`src/design/fbsr_defines.svh`:
```
// constants for the four-bit shift register
`ifndef FBSR_DEFINES_SVH
`define FBSR_DEFINES_SVH

`define FBSR_WIDTH        4
`define FBSR_SYNC_STAGES  2
`define FBSR_RESET_VALUE  4'h0
`define FBSR_SOUT_N_RESET 1'h1
`define FBSR_MODE_HOLD    2'h0
`define FBSR_MODE_LOAD    2'h1
`define FBSR_MODE_SHIFT   2'h2

`endif

```
`src/design/fbsr_pkg.sv`:
```
// types and mode decode for the four-bit shift register
`include "fbsr_defines.svh"

package fbsr_pkg;

	// operation chosen by the two mode pins
	typedef enum logic [1:0] {
		FBSR_HOLD  = 2'b00,
		FBSR_LOAD  = 2'b01,
		FBSR_SHIFT = 2'b10
	} fbsr_mode_type;

	// pins driven by the surrounding logic, apart from the shift clock and the direct clear
	typedef struct packed {
		logic                   par_enter; // parallel-entry select
		logic                   shift;     // shift-right select
		logic                   serial_in; // serial data into stage 0
		logic [`FBSR_WIDTH-1:0] par_data;  // parallel data, bit i to stage i
	} fbsr_ctrl_type;

	// shift wins over parallel entry; both low holds
	function automatic fbsr_mode_type fbsr_decode(
		input logic par_enter,
		input logic shift
	);
		if (shift) begin
			return FBSR_SHIFT;
		end else if (par_enter) begin
			return FBSR_LOAD;
		end
		return FBSR_HOLD;
	endfunction

endpackage

```
`src/design/fbsr_sync.sv`:
```
// two-flop synchroniser for a bundle of pin inputs
`timescale 1ns/1ps
`default_nettype none

module fbsr_sync #(
	parameter int WIDTH = 1
) (
	// clock and reset
	input  wire logic             core_clk,
	input  wire logic             resetn,
	// asynchronous pins in
	input  wire logic [WIDTH-1:0] d,
	// synchronised levels out
	output var  logic [WIDTH-1:0] q
);

	logic [WIDTH-1:0] stage1; // first flop, read only by the second

	// two stages: metastability settles before any logic looks
	always_ff @(posedge core_clk) begin
		if (!resetn) begin
			stage1 <= '0;
			q      <= '0;
		end else begin
			stage1 <= d;
			q      <= stage1;
		end
	end

endmodule

`default_nettype wire

```
`src/design/fbsr_top.sv`:
```
// four-bit shift register with serial and parallel entry
`timescale 1ns/1ps
`default_nettype none

module fbsr_top (
	// core clock and reset
	input  wire logic                    core_clk,
	input  wire logic                    resetn,
	// pins from the surrounding logic
	input  wire logic                    shift_clk,
	input  wire logic                    clear_n,
	input  wire fbsr_pkg::fbsr_ctrl_type ctrl,
	// register outputs
	output var  logic [`FBSR_WIDTH-1:0]  stage_q,
	output var  logic                    serial_out,
	output var  logic                    serial_out_n
);

	import fbsr_pkg::*;

	localparam int WIDTH  = `FBSR_WIDTH;
	localparam int SYNC_W = $bits(fbsr_ctrl_type) + 2;

	logic [SYNC_W-1:0] sync_in;     // raw pins bundled
	logic [SYNC_W-1:0] sync_out;    // pins after two flops
	logic              clk_s;       // synchronised shift clock
	logic              clear_s_n;   // synchronised direct clear
	fbsr_ctrl_type     ctrl_s;      // synchronised mode and data
	logic              clk_prev;    // shift clock one cycle back
	logic              fall;        // shift clock high-to-low seen
	fbsr_mode_type     mode;        // decoded operation
	logic [WIDTH-1:0]  stage;       // the four stages
	logic [WIDTH-1:0]  next_stage;  // value for the next core edge

	// shift path as a net: one continuous assignment per stage bit
	wire logic [WIDTH-1:0] shifted;

	// all pins share one synchroniser so data and clock stay aligned
	assign sync_in = {shift_clk, clear_n, ctrl};

	// two core cycles pass before any pin is seen inside
	fbsr_sync #(
		.WIDTH (SYNC_W)
	) fbsr_sync_inst (
		.core_clk (core_clk),
		.resetn   (resetn),
		.d        (sync_in),
		.q        (sync_out)
	);

	assign clk_s     = sync_out[SYNC_W-1];
	assign clear_s_n = sync_out[SYNC_W-2];
	assign ctrl_s    = fbsr_ctrl_type'(sync_out[SYNC_W-3:0]);

	// remember the shift clock level for edge detection
	// reset to the idle low level of the pin, so no false fall follows
	always_ff @(posedge core_clk) begin
		if (!resetn) begin
			clk_prev <= 1'h0;
		end else begin
			clk_prev <= clk_s;
		end
	end

	// only the falling edge counts; rising edges do nothing
	assign fall = clk_prev & ~clk_s;

	assign mode = fbsr_decode(ctrl_s.par_enter, ctrl_s.shift);

	// each stage takes its left neighbour; stage 0 takes the serial input,
	// and the old bit of the last stage falls off the end
	assign shifted[0] = ctrl_s.serial_in;

	for (genvar i = 1; i < WIDTH; i++) begin : g_shift
		assign shifted[i] = stage[i-1];
	end

	// next value: clear first, then the mode on a falling edge
	always_comb begin
		next_stage = stage;
		if (!clear_s_n) begin
			// clear needs no shift clock edge
			next_stage = `FBSR_RESET_VALUE;
		end else if (fall) begin
			case (mode)
				FBSR_LOAD: begin
					next_stage = ctrl_s.par_data;
				end
				FBSR_SHIFT: begin
					next_stage = shifted;
				end
				FBSR_HOLD: begin
					next_stage = stage;
				end
				default: begin
					next_stage = stage;
				end
			endcase
		end
	end

	// the register itself
	always_ff @(posedge core_clk) begin
		if (!resetn) begin
			stage <= `FBSR_RESET_VALUE;
		end else begin
			stage <= next_stage;
		end
	end

	// complement kept in its own flop so the output is registered
	always_ff @(posedge core_clk) begin
		if (!resetn) begin
			serial_out_n <= `FBSR_SOUT_N_RESET;
		end else begin
			serial_out_n <= ~next_stage[WIDTH-1];
		end
	end

	// true outputs taken straight from the stage flops
	assign stage_q    = stage;
	assign serial_out = stage[WIDTH-1];

	// every stage but the first takes its left neighbour on a shift
	for (genvar j = 1; j < WIDTH; j++) begin : g_shift_chk

	end
endmodule

`default_nettype wire

```
`config.mk`:
```
export PLATFORM = sky130hd
export DESIGN_NAME = fbsr_top
export DESIGN_NICKNAME = d
export VERILOG_FILES = /design/src/design/fbsr_pkg.sv /design/src/design/fbsr_sync.sv /design/src/design/fbsr_top.sv
export VERILOG_INCLUDE_DIRS = /design/src /design/src/design
export SDC_FILE = /design/constraint.sdc
export NUM_CORES = 1
export LEC_CHECK = 0
export BUFFER_PORTS_ARGS = -buffer_cell sky130_fd_sc_hd__buf_2
export CAP_MARGIN = 20
export CORE_MARGIN = 3
export CORE_UTILIZATION = 34
export DETAILED_ROUTE_END_ITERATION = 10
export HOLD_SLACK_MARGIN = 0.06
export MAX_ROUTING_LAYER = met4
export PLACE_DENSITY = 0.57
export SKIP_LAST_GASP = 1
export SYNTH_ARGS = -nofsm -noshare
export SYNTH_HDL_FRONTEND = slang
export SYNTH_HIERARCHICAL = 1
export SYNTH_SLANG_ARGS = --single-unit
```
`constraint.sdc`:
```
create_clock -name core_clk -period 1.1 [get_ports core_clk]
set_clock_uncertainty 0.1 [all_clocks]
set_input_delay 0.055 -clock core_clk [delete_from_list [all_inputs] [get_ports core_clk]]
set_output_delay 0.055 -clock core_clk [all_outputs]
set_load 0.005 [all_outputs]
```
==> metrics.md, run 1 <==
| Metric | Value |
|---|---|
| Outcome | `finished with violations` |
| Failing checks | `setup timing` |
| Top Ports | `17` |
| Dominant synthesized flop cell | `dfxtp_1` |
| Cell Rows | `16` |
| Power Density | `1370 nW/um2` |
| Rel. slew slack | `87.4%` |
| Initial Utilization | `37.9%` |
| Non-Filler Instances | `123` |
| Final GP Congestion | `0.691` |
| Post-synth ARST share | `0%` |
| Max-slew violations | `0` |
| Vias in the first global route | `457` |
| Post-Syn Area per Cell | `11.8 um2` |
| Final worst slack | `-0.0143 ns` |
| Period utilization | `101%` |
| Pre-CTS setup slack | `-0.0562 ns` |
| Yosys cell types | `21` |
| CTS sink cnt | `24` |
| First-pass GRT wire length | `1780 um` |
| TritonCTS clock tree | `done` |
| Drt pass-1 iters | `1` |
| # setup viols final | `2` |
| Setup bufs post-CTS | `0` |
| Critical path arrival | `1.24 ns` |
| Most instantiated cells after synthesis | `24 x dfxtp_1, 14 x and2_2, 5 x and2_1, 4 x inv_1` |
| Initial antenna violation count | `0` |
| Layout Nets | `108` |
| Die area | `2910 um2` |
| CP Capture Type | `flop` |
| Syn Inst Count | `66` |
| Core Area | `2060 um2` |
| CP max FO | `6` |
| DRC | `0` |
| Synthesized net count | `77` |
| Port bufs | `16` |
| Yosys reg bits | `24` |
| Setup CP Type | `flop to flop` |
| Largest net degree at the start of global routing | `17` |
| Die Ht | `54.0 um` |
| Placed Cells | `109` |
| DR vias/cell | `4.28` |
| RSZ-0062 raised after global routing | `yes` |
| Leakage | `0.000439 uW` |
| CTS Root Cell | `clkbuf_4` |
| Via count | `526` |
| Biggest area consumer among synthesized cells | `dfxtp_1` |
| Synth Warn # | `6` |
| Tmin final | `1.11 ns` |
| Syn Std Cell Area | `782 um2` |
| Seq/Total Area, Yosys | `61.4%` |
| Setup crit start kind | `flop` |
| Iteration-0 DRC Markers | `0` |
| Actual slew at the worst max-slew pin | `0.189 ns` |
| Post-route ant nets | `0` |
| Synth area leaders | `dfxtp_1 61%, and2_2 13%, and2_1 4.0%` |
| H-tree depth | `1` |
| Synth top area share | `61.4%` |
| Post-synth EDFFs | `0` |
| Share of cells above drive strength 1 | `45.8%` |
| DR WL/cell | `8.98 um` |
| Hold Crit Class | `flop to flop` |
| Synth-to-Final Area Change | `35.0%` |
| Total track usage | `9.43%` |
| Final Routed Wirelength | `1110 um` |
| Worst-Skew Late Latency | `0.30 ns` |
| Total of max-cap violations | `0` |
| Overflow left after global routing | `0` |
| Fmax | `897 MHz` |
| Worst vdd ir | `0.769 mV` |
| Max Root-Sink Buffers | `2` |
| Num CTS Buffers | `3` |
| Most numerous cell in the Yosys netlist | `dfxtp_1` |
| Die width | `54.0 um` |
| DP HPWL | `783 um` |
| Diode count | `0` |
| Clock transition at path regs | `0.12 ns` |
| Fin. Hold Viols | `0` |
| Worst Path Required | `1.22 ns` |
==> path summary, 6_finish.rpt <==
kind,slack [ns],depth (start not counted),start,endpoint
worst max register to register,-0.01,3,fbsr_sync_inst/q[8],stage_q[0]
worst min register to register,0.34,1,fbsr_sync_inst/q[7],serial_out_n
worst max-delay path,-0.01,3,fbsr_sync_inst/q[8],stage_q[0]
worst min-delay path,0.34,1,fbsr_sync_inst/q[7],serial_out_n
==> layer usage <==
metal | vias up | wire, um | track usage [%]
met2 | 15 | 497 | 13.5
met4 | 0 | 38 | 10.2
met1 | 230 | 490 | 9.41
met3 | 4 | 78 | 3.32
met5 | - | 0 | -
li1 | 277 | - | -
==> cells in the final DEF, fill, tap and decap left out <==
cell,count
dlygate4sd3_1,10
o21ai_4,1
nor3b_1,1
dfxtp_1,21
o2111a_1,1
clkbuf_8,1
a22o_1,1
o21ai_1,1
nand2_1,1
clkbuf_4,3
buf_2,16
o2111ai_1,1
nor2b_1,1
and2_1,5
and2_2,14
and2b_4,1
buf_4,2
o21a_1,1
inv_1,4
nor2_1,1
dfxtp_2,2
nand2b_1,1
a221oi_2,3
o22ai_1,2
dfxtp_4,1
==> layout make-up <==
cell class,instances,area [um2]
Fill cell,198,1010
Sequential cell,24,487
Multi-Input combinational cell,36,289
Timing Repair Buffer,28,195
Clock buffer,4,36.3
Tap cell,27,33.8
Inverter,4,15.0
==> power by group <==
group,internal [uW],leakage (uW),switching (uW)
Clock,202,0.0000210,230
Sequential,900,0.000199,12.0
Combinational,68.6,0.000219,31.6
==> metrics by stage <==
step | cell area (um2) | power (uW) | hold WS, ns | setup TNS [ns] | util [%]
after floorplan | 782 | 974 | 0.0496 | 0 | -
after global placement | 892 | 1000 | 0.175 | -0.0899 | 43.3
after detailed placement | 892 | 1000 | 0.179 | -0.108 | 43.3
after CTS | 1030 | 1470 | 0.343 | -0.101 | 49.9
after global routing | 1060 | 1530 | 0.354 | -0.209 | 51.2
final | 1060 | 1440 | 0.337 | -0.0284 | 51.2
==> kinds of logic (layout without fill, tap and decap cells) <==
| logic type | after synthesis | in the layout | synth area share [%] |
|---|---|---|---|
| and+or+nand+nor | 25 | 25 | 22.1 |
| DFF | 24 | 24 | 61.4 |
| AOI/OAI and AO/OA | 11 | 11 | 12.2 |
| buffers and inverters | 6 | 36 | 4.32 |
==> registers in the layout, summed over array words and instances, names as in the netlist <==
register and flops:
stage_q 4, fbsr_sync_inst/stage1 9, clk_prev 1, fbsr_sync_inst/q 9, serial_out_n 1
==> timing repair <==
action	4_1_cts	5_1_grt
setup endpoints to repair	4	5
pin swaps	2	1
hold buffers	10	0
endpoints found under the hold margin	17	0
resized for setup	1	7
==> worst max-delay path, cell delays in order (launching register included) <==
cell and delay (ns):
dfxtp_2 0.33, and2b_4 0.29, o21ai_4 0.08, a221oi_2 0.23
Note: power is estimated with default switching activity, not from simulation.
==> run 2: changes to the inputs <==
--- a/config.mk
+++ b/config.mk
@@ -7,13 +7,12 @@
 export NUM_CORES = 1
 export LEC_CHECK = 0
 export BUFFER_PORTS_ARGS = -buffer_cell sky130_fd_sc_hd__buf_2
-export CAP_MARGIN = 20
 export CORE_MARGIN = 3
 export CORE_UTILIZATION = 34
 export DETAILED_ROUTE_END_ITERATION = 10
 export HOLD_SLACK_MARGIN = 0.06
 export MAX_ROUTING_LAYER = met4
-export PLACE_DENSITY = 0.57
+export PLACE_DENSITY = 0.56
 export SKIP_LAST_GASP = 1
 export SYNTH_ARGS = -nofsm -noshare
 export SYNTH_HDL_FRONTEND = slang
==> metrics.md, run 2 (same netlist as run 1, synthesis figures left out) <==
| Metric | Value |
|---|---|
| Outcome | `finished with violations` |
| Failing checks | `setup timing` |
| Total track usage | `9.67% (+0.24 points)` |
| Clock transition at path regs | `0.12 ns (about the same)` |
| Final Routed Wirelength | `1150 um (+4.4%)` |
| Critical path arrival | `1.26 ns (+0.02 ns)` |
| Diode count | `0 (unchanged)` |
| Core Area | `2060 um2 (unchanged)` |
| Power Density | `1510 nW/um2 (+11%)` |
| Met2 Resource Use GR | `14.3% (+0.81 points)` |
| Setup crit start kind | `flop` |
| Initial antenna violation count | `0 (unchanged)` |
| Worst r2r path cells | `3 (unchanged)` |
| DR WL/cell | `9.31 um (+3.6%)` |
| Final worst slack | `-0.0205 ns (-0.00616 ns)` |
| Finished Core Util | `52.5% (+1.3 points)` |
| DR vias/cell | `4.07 (-4.8%)` |
| Top Usage Layer GRT | `met2` |
| RSZ-0062 raised after global routing | `yes` |
| Die area | `2910 um2 (unchanged)` |
| Commonest non-fill, non-tap cell in the layout | `dfxtp_1` |
| Reg2Reg Setup Slack | `-0.02 ns (about the same)` |
| Tmin final | `1.12 ns (+0.00616 ns)` |
| Share of cells above drive strength 1 | `46.4% (+0.56 points)` |
| Initial Utilization | `37.9% (unchanged)` |
| Top Ports | `17 (unchanged)` |
| Synth-to-Final Area Change | `38.6%` |
| Hold Crit Class | `flop to flop` |
| Pre-CTS setup slack | `-0.0818 ns (-0.0256 ns)` |
| Die Ht | `54.0 um (unchanged)` |
| Total of max-cap violations | `0 (unchanged)` |
| H-tree depth | `1 (unchanged)` |
| Largest net degree at the start of global routing | `15 (-2)` |
| Max Root-Sink Buffers | `2 (unchanged)` |
| Iteration-0 DRC Markers | `0 (unchanged)` |
| CTS sink cnt | `24 (unchanged)` |
| Register area | `487 um2 (unchanged)` |
| Critical R2R Launch | `fbsr_sync_inst/q[8]` |
| Actual slew at the worst max-slew pin | `0.182 ns (-0.00639 ns)` |
| Drt pass-1 iters | `1 (unchanged)` |
| Via count | `505 (-4.0%)` |
| Worst reg2reg path endpoint | `stage_q[2]` |
| Final GP Congestion | `0.672 (-2.7%)` |
| Die width | `54.0 um (unchanged)` |
| Met3 usage | `5.82% (+2.5 points)` |
| DRC | `0 (unchanged)` |
| # setup viols final | `2 (unchanged)` |
| Cell Rows | `16 (unchanged)` |
| Port bufs | `16 (unchanged)` |
| CP Capture Type | `flop` |
| Worst-Skew Late Latency | `0.31 ns (about the same)` |
| CP max FO | `6 (unchanged)` |
| Fin Setup TNS | `-0.0277 ns (+0.000760 ns)` |
| CP Launch Point | `fbsr_sync_inst/q[8]` |
| Worst Path Required | `1.23 ns (about the same)` |
| First-pass GRT wire length | `1840 um (+3.5%)` |
| Worst vdd ir | `1.00 mV (+30%)` |
| CTS Root Cell | `clkbuf_4` |
| TritonCTS clock tree | `done` |
| Most frequent cells in the layout | `21 x dfxtp_1, 16 x buf_2, 14 x and2_2, 10 x dlygate4sd3_1, 5 x and2_1` |
| Setup CP Type | `flop to flop` |
| Vias in the first global route | `437 (-4.4%)` |
| Fill cells | `187 (-5.6%)` |
| Period utilization | `102% (+0.56 points)` |
| Area occupied by multi-input gates | `289 um2 (unchanged)` |
| Fmax | `892 MHz (-0.55%)` |
| Fin. Hold Viols | `0 (unchanged)` |
| Overflow left after global routing | `0 (unchanged)` |
| Max-slew violations | `0 (unchanged)` |
| Rel. slew slack | `87.8% (+0.40 points)` |
| Met1 Track Usage GR | `9.93% (+0.52 points)` |
| Post-route ant nets | `0 (unchanged)` |
| Leakage | `0.000452 uW (+3.0%)` |
| Num CTS Buffers | `3 (unchanged)` |
| Crit path to | `stage_q[2]` |
| Layout Nets | `109 (+0.93%)` |
[run 2: changes by cell type in the layout (fill, tap and decap cells not counted), sizes merged]
cell	before	now
bufinv	0	1
clkbuf	4	3
buf	18	19
[run 2: repair_timing]
action,CTS,global route
gates resized for setup,2,7
hold endpoints to repair,17,0
pin swaps,0,3
hold buffers,10,0
setup endpoints to repair,4,5
setup buffers,0,1
[run 2: worst max-delay path, stage by stage, from the launching register on]
cell and delay (ns):
dfxtp_2 0.33, and2b_4 0.29, o21ai_4 0.09, a221oi_2 0.23
[run 2: routing by layer]
metal	part of all wire, %	up-vias	routed length, um
met5	0	-	0
met4	1.5	0	17
met3	6.7	4	77
met2	45	15	516
met1	47	206	542
li1	-	280	-
[run 2: report_power, final]
part,internal (uW),switching (uW),total (uW)
sequential,900,12.5,912
clock,368,254,623
combinational,70.2,31.7,102
[run 2: final cells by class]
type,count,share of cell area (%)
tap,27,3.12
multi-input combinational,36,26.7
inverter,4,1.39
sequential,24,44.9
clock inverter,1,2.77
clock buffer,3,2.08
timing repair buffer,29,19.1
[run 2: metrics by stage]
stage	power (uW)	cell area (um2)	hold WS, ns	std cells
after detailed placement	1000	892	0.178	109
after floorplan	974	782	0.0496	66
after global placement	1000	892	0.175	109
after global routing	1710	1080	0.361	124
after CTS	1660	1050	0.337	123
final	1640	1080	0.333	124
[run 2: how the worst min path moves through the flow]
stage                   startpoint                       end  cells past startpoint
3_5_place_dp               ctrl[0]  fbsr_sync_inst/stage1[0]                      2
4_1_cts        fbsr_sync_inst/q[7]              serial_out_n                      1
5_1_grt        fbsr_sync_inst/q[7]              serial_out_n                      1
2_1_floorplan               resetn              serial_out_n                      1
3_3_place_gp               ctrl[2]  fbsr_sync_inst/stage1[2]                      2
6_report       fbsr_sync_inst/q[7]              serial_out_n                      1
==> run 3: changes to the inputs <==
--- a/config.mk
+++ b/config.mk
@@ -7,14 +7,16 @@
 export NUM_CORES = 1
 export LEC_CHECK = 0
 export BUFFER_PORTS_ARGS = -buffer_cell sky130_fd_sc_hd__buf_2
-export CORE_MARGIN = 3
+export CELL_PAD_IN_SITES_DETAIL_PLACEMENT = 1
+export CELL_PAD_IN_SITES_GLOBAL_PLACEMENT = 1
 export CORE_UTILIZATION = 34
 export DETAILED_ROUTE_END_ITERATION = 10
 export HOLD_SLACK_MARGIN = 0.06
 export MAX_ROUTING_LAYER = met4
-export PLACE_DENSITY = 0.56
+export PLACE_DENSITY = 0.68
 export SKIP_LAST_GASP = 1
 export SYNTH_ARGS = -nofsm -noshare
 export SYNTH_HDL_FRONTEND = slang
 export SYNTH_HIERARCHICAL = 1
 export SYNTH_SLANG_ARGS = --single-unit
+export TNS_END_PERCENT = 5
==> metrics.md, run 3 (same netlist as run 1, synthesis figures left out) <==
| Metric | Value |
|---|---|
| Crit-path cells | `and2b_2, buf_4, a221oi_1` |
| Setup CP Type | `flop to flop` |
| H-tree depth | `1 (unchanged)` |
| Max-slew violations | `0 (unchanged)` |
| # setup viols final | `4 (+2)` |
| Final Routed Wirelength | `1230 um (+6.9%)` |
| Met1 Track Usage GR | `14.0% (+4.1 points)` |
| Cell Rows | `17 (+1)` |
| CP max FO | `6 (unchanged)` |
| Synth-to-Final Area Change | `32.0%` |
| Die area | `2500 um2 (-14%)` |
| Placed Cells | `110 (+0.92%)` |
| DR WL/cell | `9.95 um (+6.9%)` |
| Critical path arrival | `1.26 ns (about the same)` |
| Port bufs | `16 (unchanged)` |
| DP HPWL | `802 um` |
| Via count | `531 (+5.1%)` |
| Fill cells | `248 (+33%)` |
| Worst Path Required | `1.21 ns (-0.02 ns)` |
| Clock transition at path regs | `0.11 ns (about the same)` |
| Period utilization | `105% (+3.1 points)` |
| Critical path's slowest cell | `dfxtp_2` |
| Layout Nets | `109 (unchanged)` |
| Initial Utilization | `35.7% (-2.2 points)` |
| Total of max-cap violations | `0 (unchanged)` |
| Fmax | `866 MHz (-2.9%)` |
| Crit-path max cell delay | `0.33 ns (about the same)` |
| Top Usage Layer GRT | `met2` |
| Actual slew at the worst max-slew pin | `0.221 ns (+0.0384 ns)` |
| Worst vdd ir | `0.736 mV (-26%)` |
| Share of cells above drive strength 1 | `43.8% (-2.6 points)` |
| DRC | `0 (unchanged)` |
| Overflow left after global routing | `0 (unchanged)` |
| Outcome | `finished with violations` |
| Num CTS Buffers | `3 (unchanged)` |
| Setup crit start kind | `flop` |
| CP Capture Type | `flop` |
| Power Density | `1330 nW/um2 (-12%)` |
| Die Ht | `50.0 um (-7.4%)` |
| Fin. Hold Viols | `0 (unchanged)` |
| Area occupied by multi-input gates | `274 um2 (-5.2%)` |
| Hold Crit Class | `flop to flop` |
| Total track usage | `12.5% (+2.9 points)` |
| Final GP Congestion | `0.715 (+6.4%)` |
| CTS sink cnt | `24 (unchanged)` |
| Top Ports | `17 (unchanged)` |
| Initial antenna violation count | `0 (unchanged)` |
| Rel. slew slack | `85.3% (-2.5 points)` |
| Most frequent cells in the layout | `22 x dfxtp_1, 16 x buf_2, 14 x and2_2, 10 x dlygate4sd3_1, 5 x and2_1` |
| Vias in the first global route | `542 (+24%)` |
| Failing checks | `setup timing` |
| Met2 Resource Use GR | `20.5% (+6.2 points)` |
| Diode count | `0 (unchanged)` |
| Register area | `483 um2 (-0.77%)` |
| Core Area | `2190 um2 (+6.2%)` |
| Final worst slack | `-0.0545 ns (-0.0340 ns)` |
| Non-Filler Instances | `124 (unchanged)` |
| TritonCTS clock tree | `done` |
| Tmin final | `1.15 ns (+0.0340 ns)` |
| Commonest non-fill, non-tap cell in the layout | `dfxtp_1` |
| Leakage | `0.000437 uW (-3.2%)` |
| Post-route ant nets | `0 (unchanged)` |
| Max Root-Sink Buffers | `2 (unchanged)` |
| DR vias/cell | `4.28 (+5.1%)` |
| CTS Root Cell | `clkbuf_4` |
| Drt pass-1 iters | `2 (+1)` |
| Fin Setup TNS | `-0.105 ns (-0.0776 ns)` |
| Largest net degree at the start of global routing | `13 (-2)` |
| RSZ-0062 raised after global routing | `yes` |
| Met3 usage | `3.70% (-2.1 points)` |
| Die width | `50.0 um (-7.4%)` |
| First-pass GRT wire length | `2250 um (+22%)` |
| Worst-Skew Late Latency | `0.29 ns (-0.02 ns)` |
| Iteration-0 DRC Markers | `3 (+3)` |
==> run 3: routing by layer <==
layer	part of all wire [%]	wire length [um]
met1	44	543
met2	52	645
met3	3.6	45
met4	0	0
met5	0	0
==> run 3: final cells by class <==
type                       instances  share of cell area [%]
sequential                        24                    46.8
clock buffer                       3                    2.18
timing repair buffer              29                    19.6
inverter                           4                    1.45
multi-input combinational         36                    26.5
tap                               28                    3.39
==> run 3: worst max-delay path: cells and delay by family, from the launching register on <==
family	cells	cell delay, ns
flip-flops	1	0.33
AND/OR/NAND/NOR	1	0.25
AO/OA/AOI/OAI	1	0.25
buffers and inverters	1	0.14
==> run 3: power breakdown <==
part,total [uW],internal [uW],switching (uW)
clock network,354,127,226
logic,102,68.6,33.8
registers,912,901,11.4
==> run 3: worst paths after layout <==
path                        from           end  slack, ns  cells after the start
min reg2reg  fbsr_sync_inst/q[7]  serial_out_n       0.35                      1
min          fbsr_sync_inst/q[7]  serial_out_n       0.35                      1
max reg2reg  fbsr_sync_inst/q[8]    stage_q[2]      -0.05                      3
max          fbsr_sync_inst/q[8]    stage_q[2]      -0.05                      3
==> run 3: what timing repair did <==
action                                 4_1_cts  5_1_grt
hold buffers                                10        0
setup endpoints to repair                    4        5
endpoints found under the hold margin       19        0
pin swaps                                    2        0
gates resized for setup                      2        1
buffers inserted                             0        1
==> run 3: per-stage QoR <==
step / hold WS (ns) / cell area (um2) / utilization (%) / worst slack (ns) / total power, uW
finish: 0.348 / 1030 / 47.1 / -0.0545 / 1370
global placement: 0.175 / 893 / 40.8 / -0.0427 / 1000
global route: 0.356 / 1030 / 47.1 / -0.0946 / 1450
CTS: 0.351 / 1020 / 46.5 / -0.0310 / 1390
floorplan: 0.0496 / 782 / - / 0.00697 / 974
detailed placement: 0.179 / 893 / 40.8 / -0.0639 / 1000
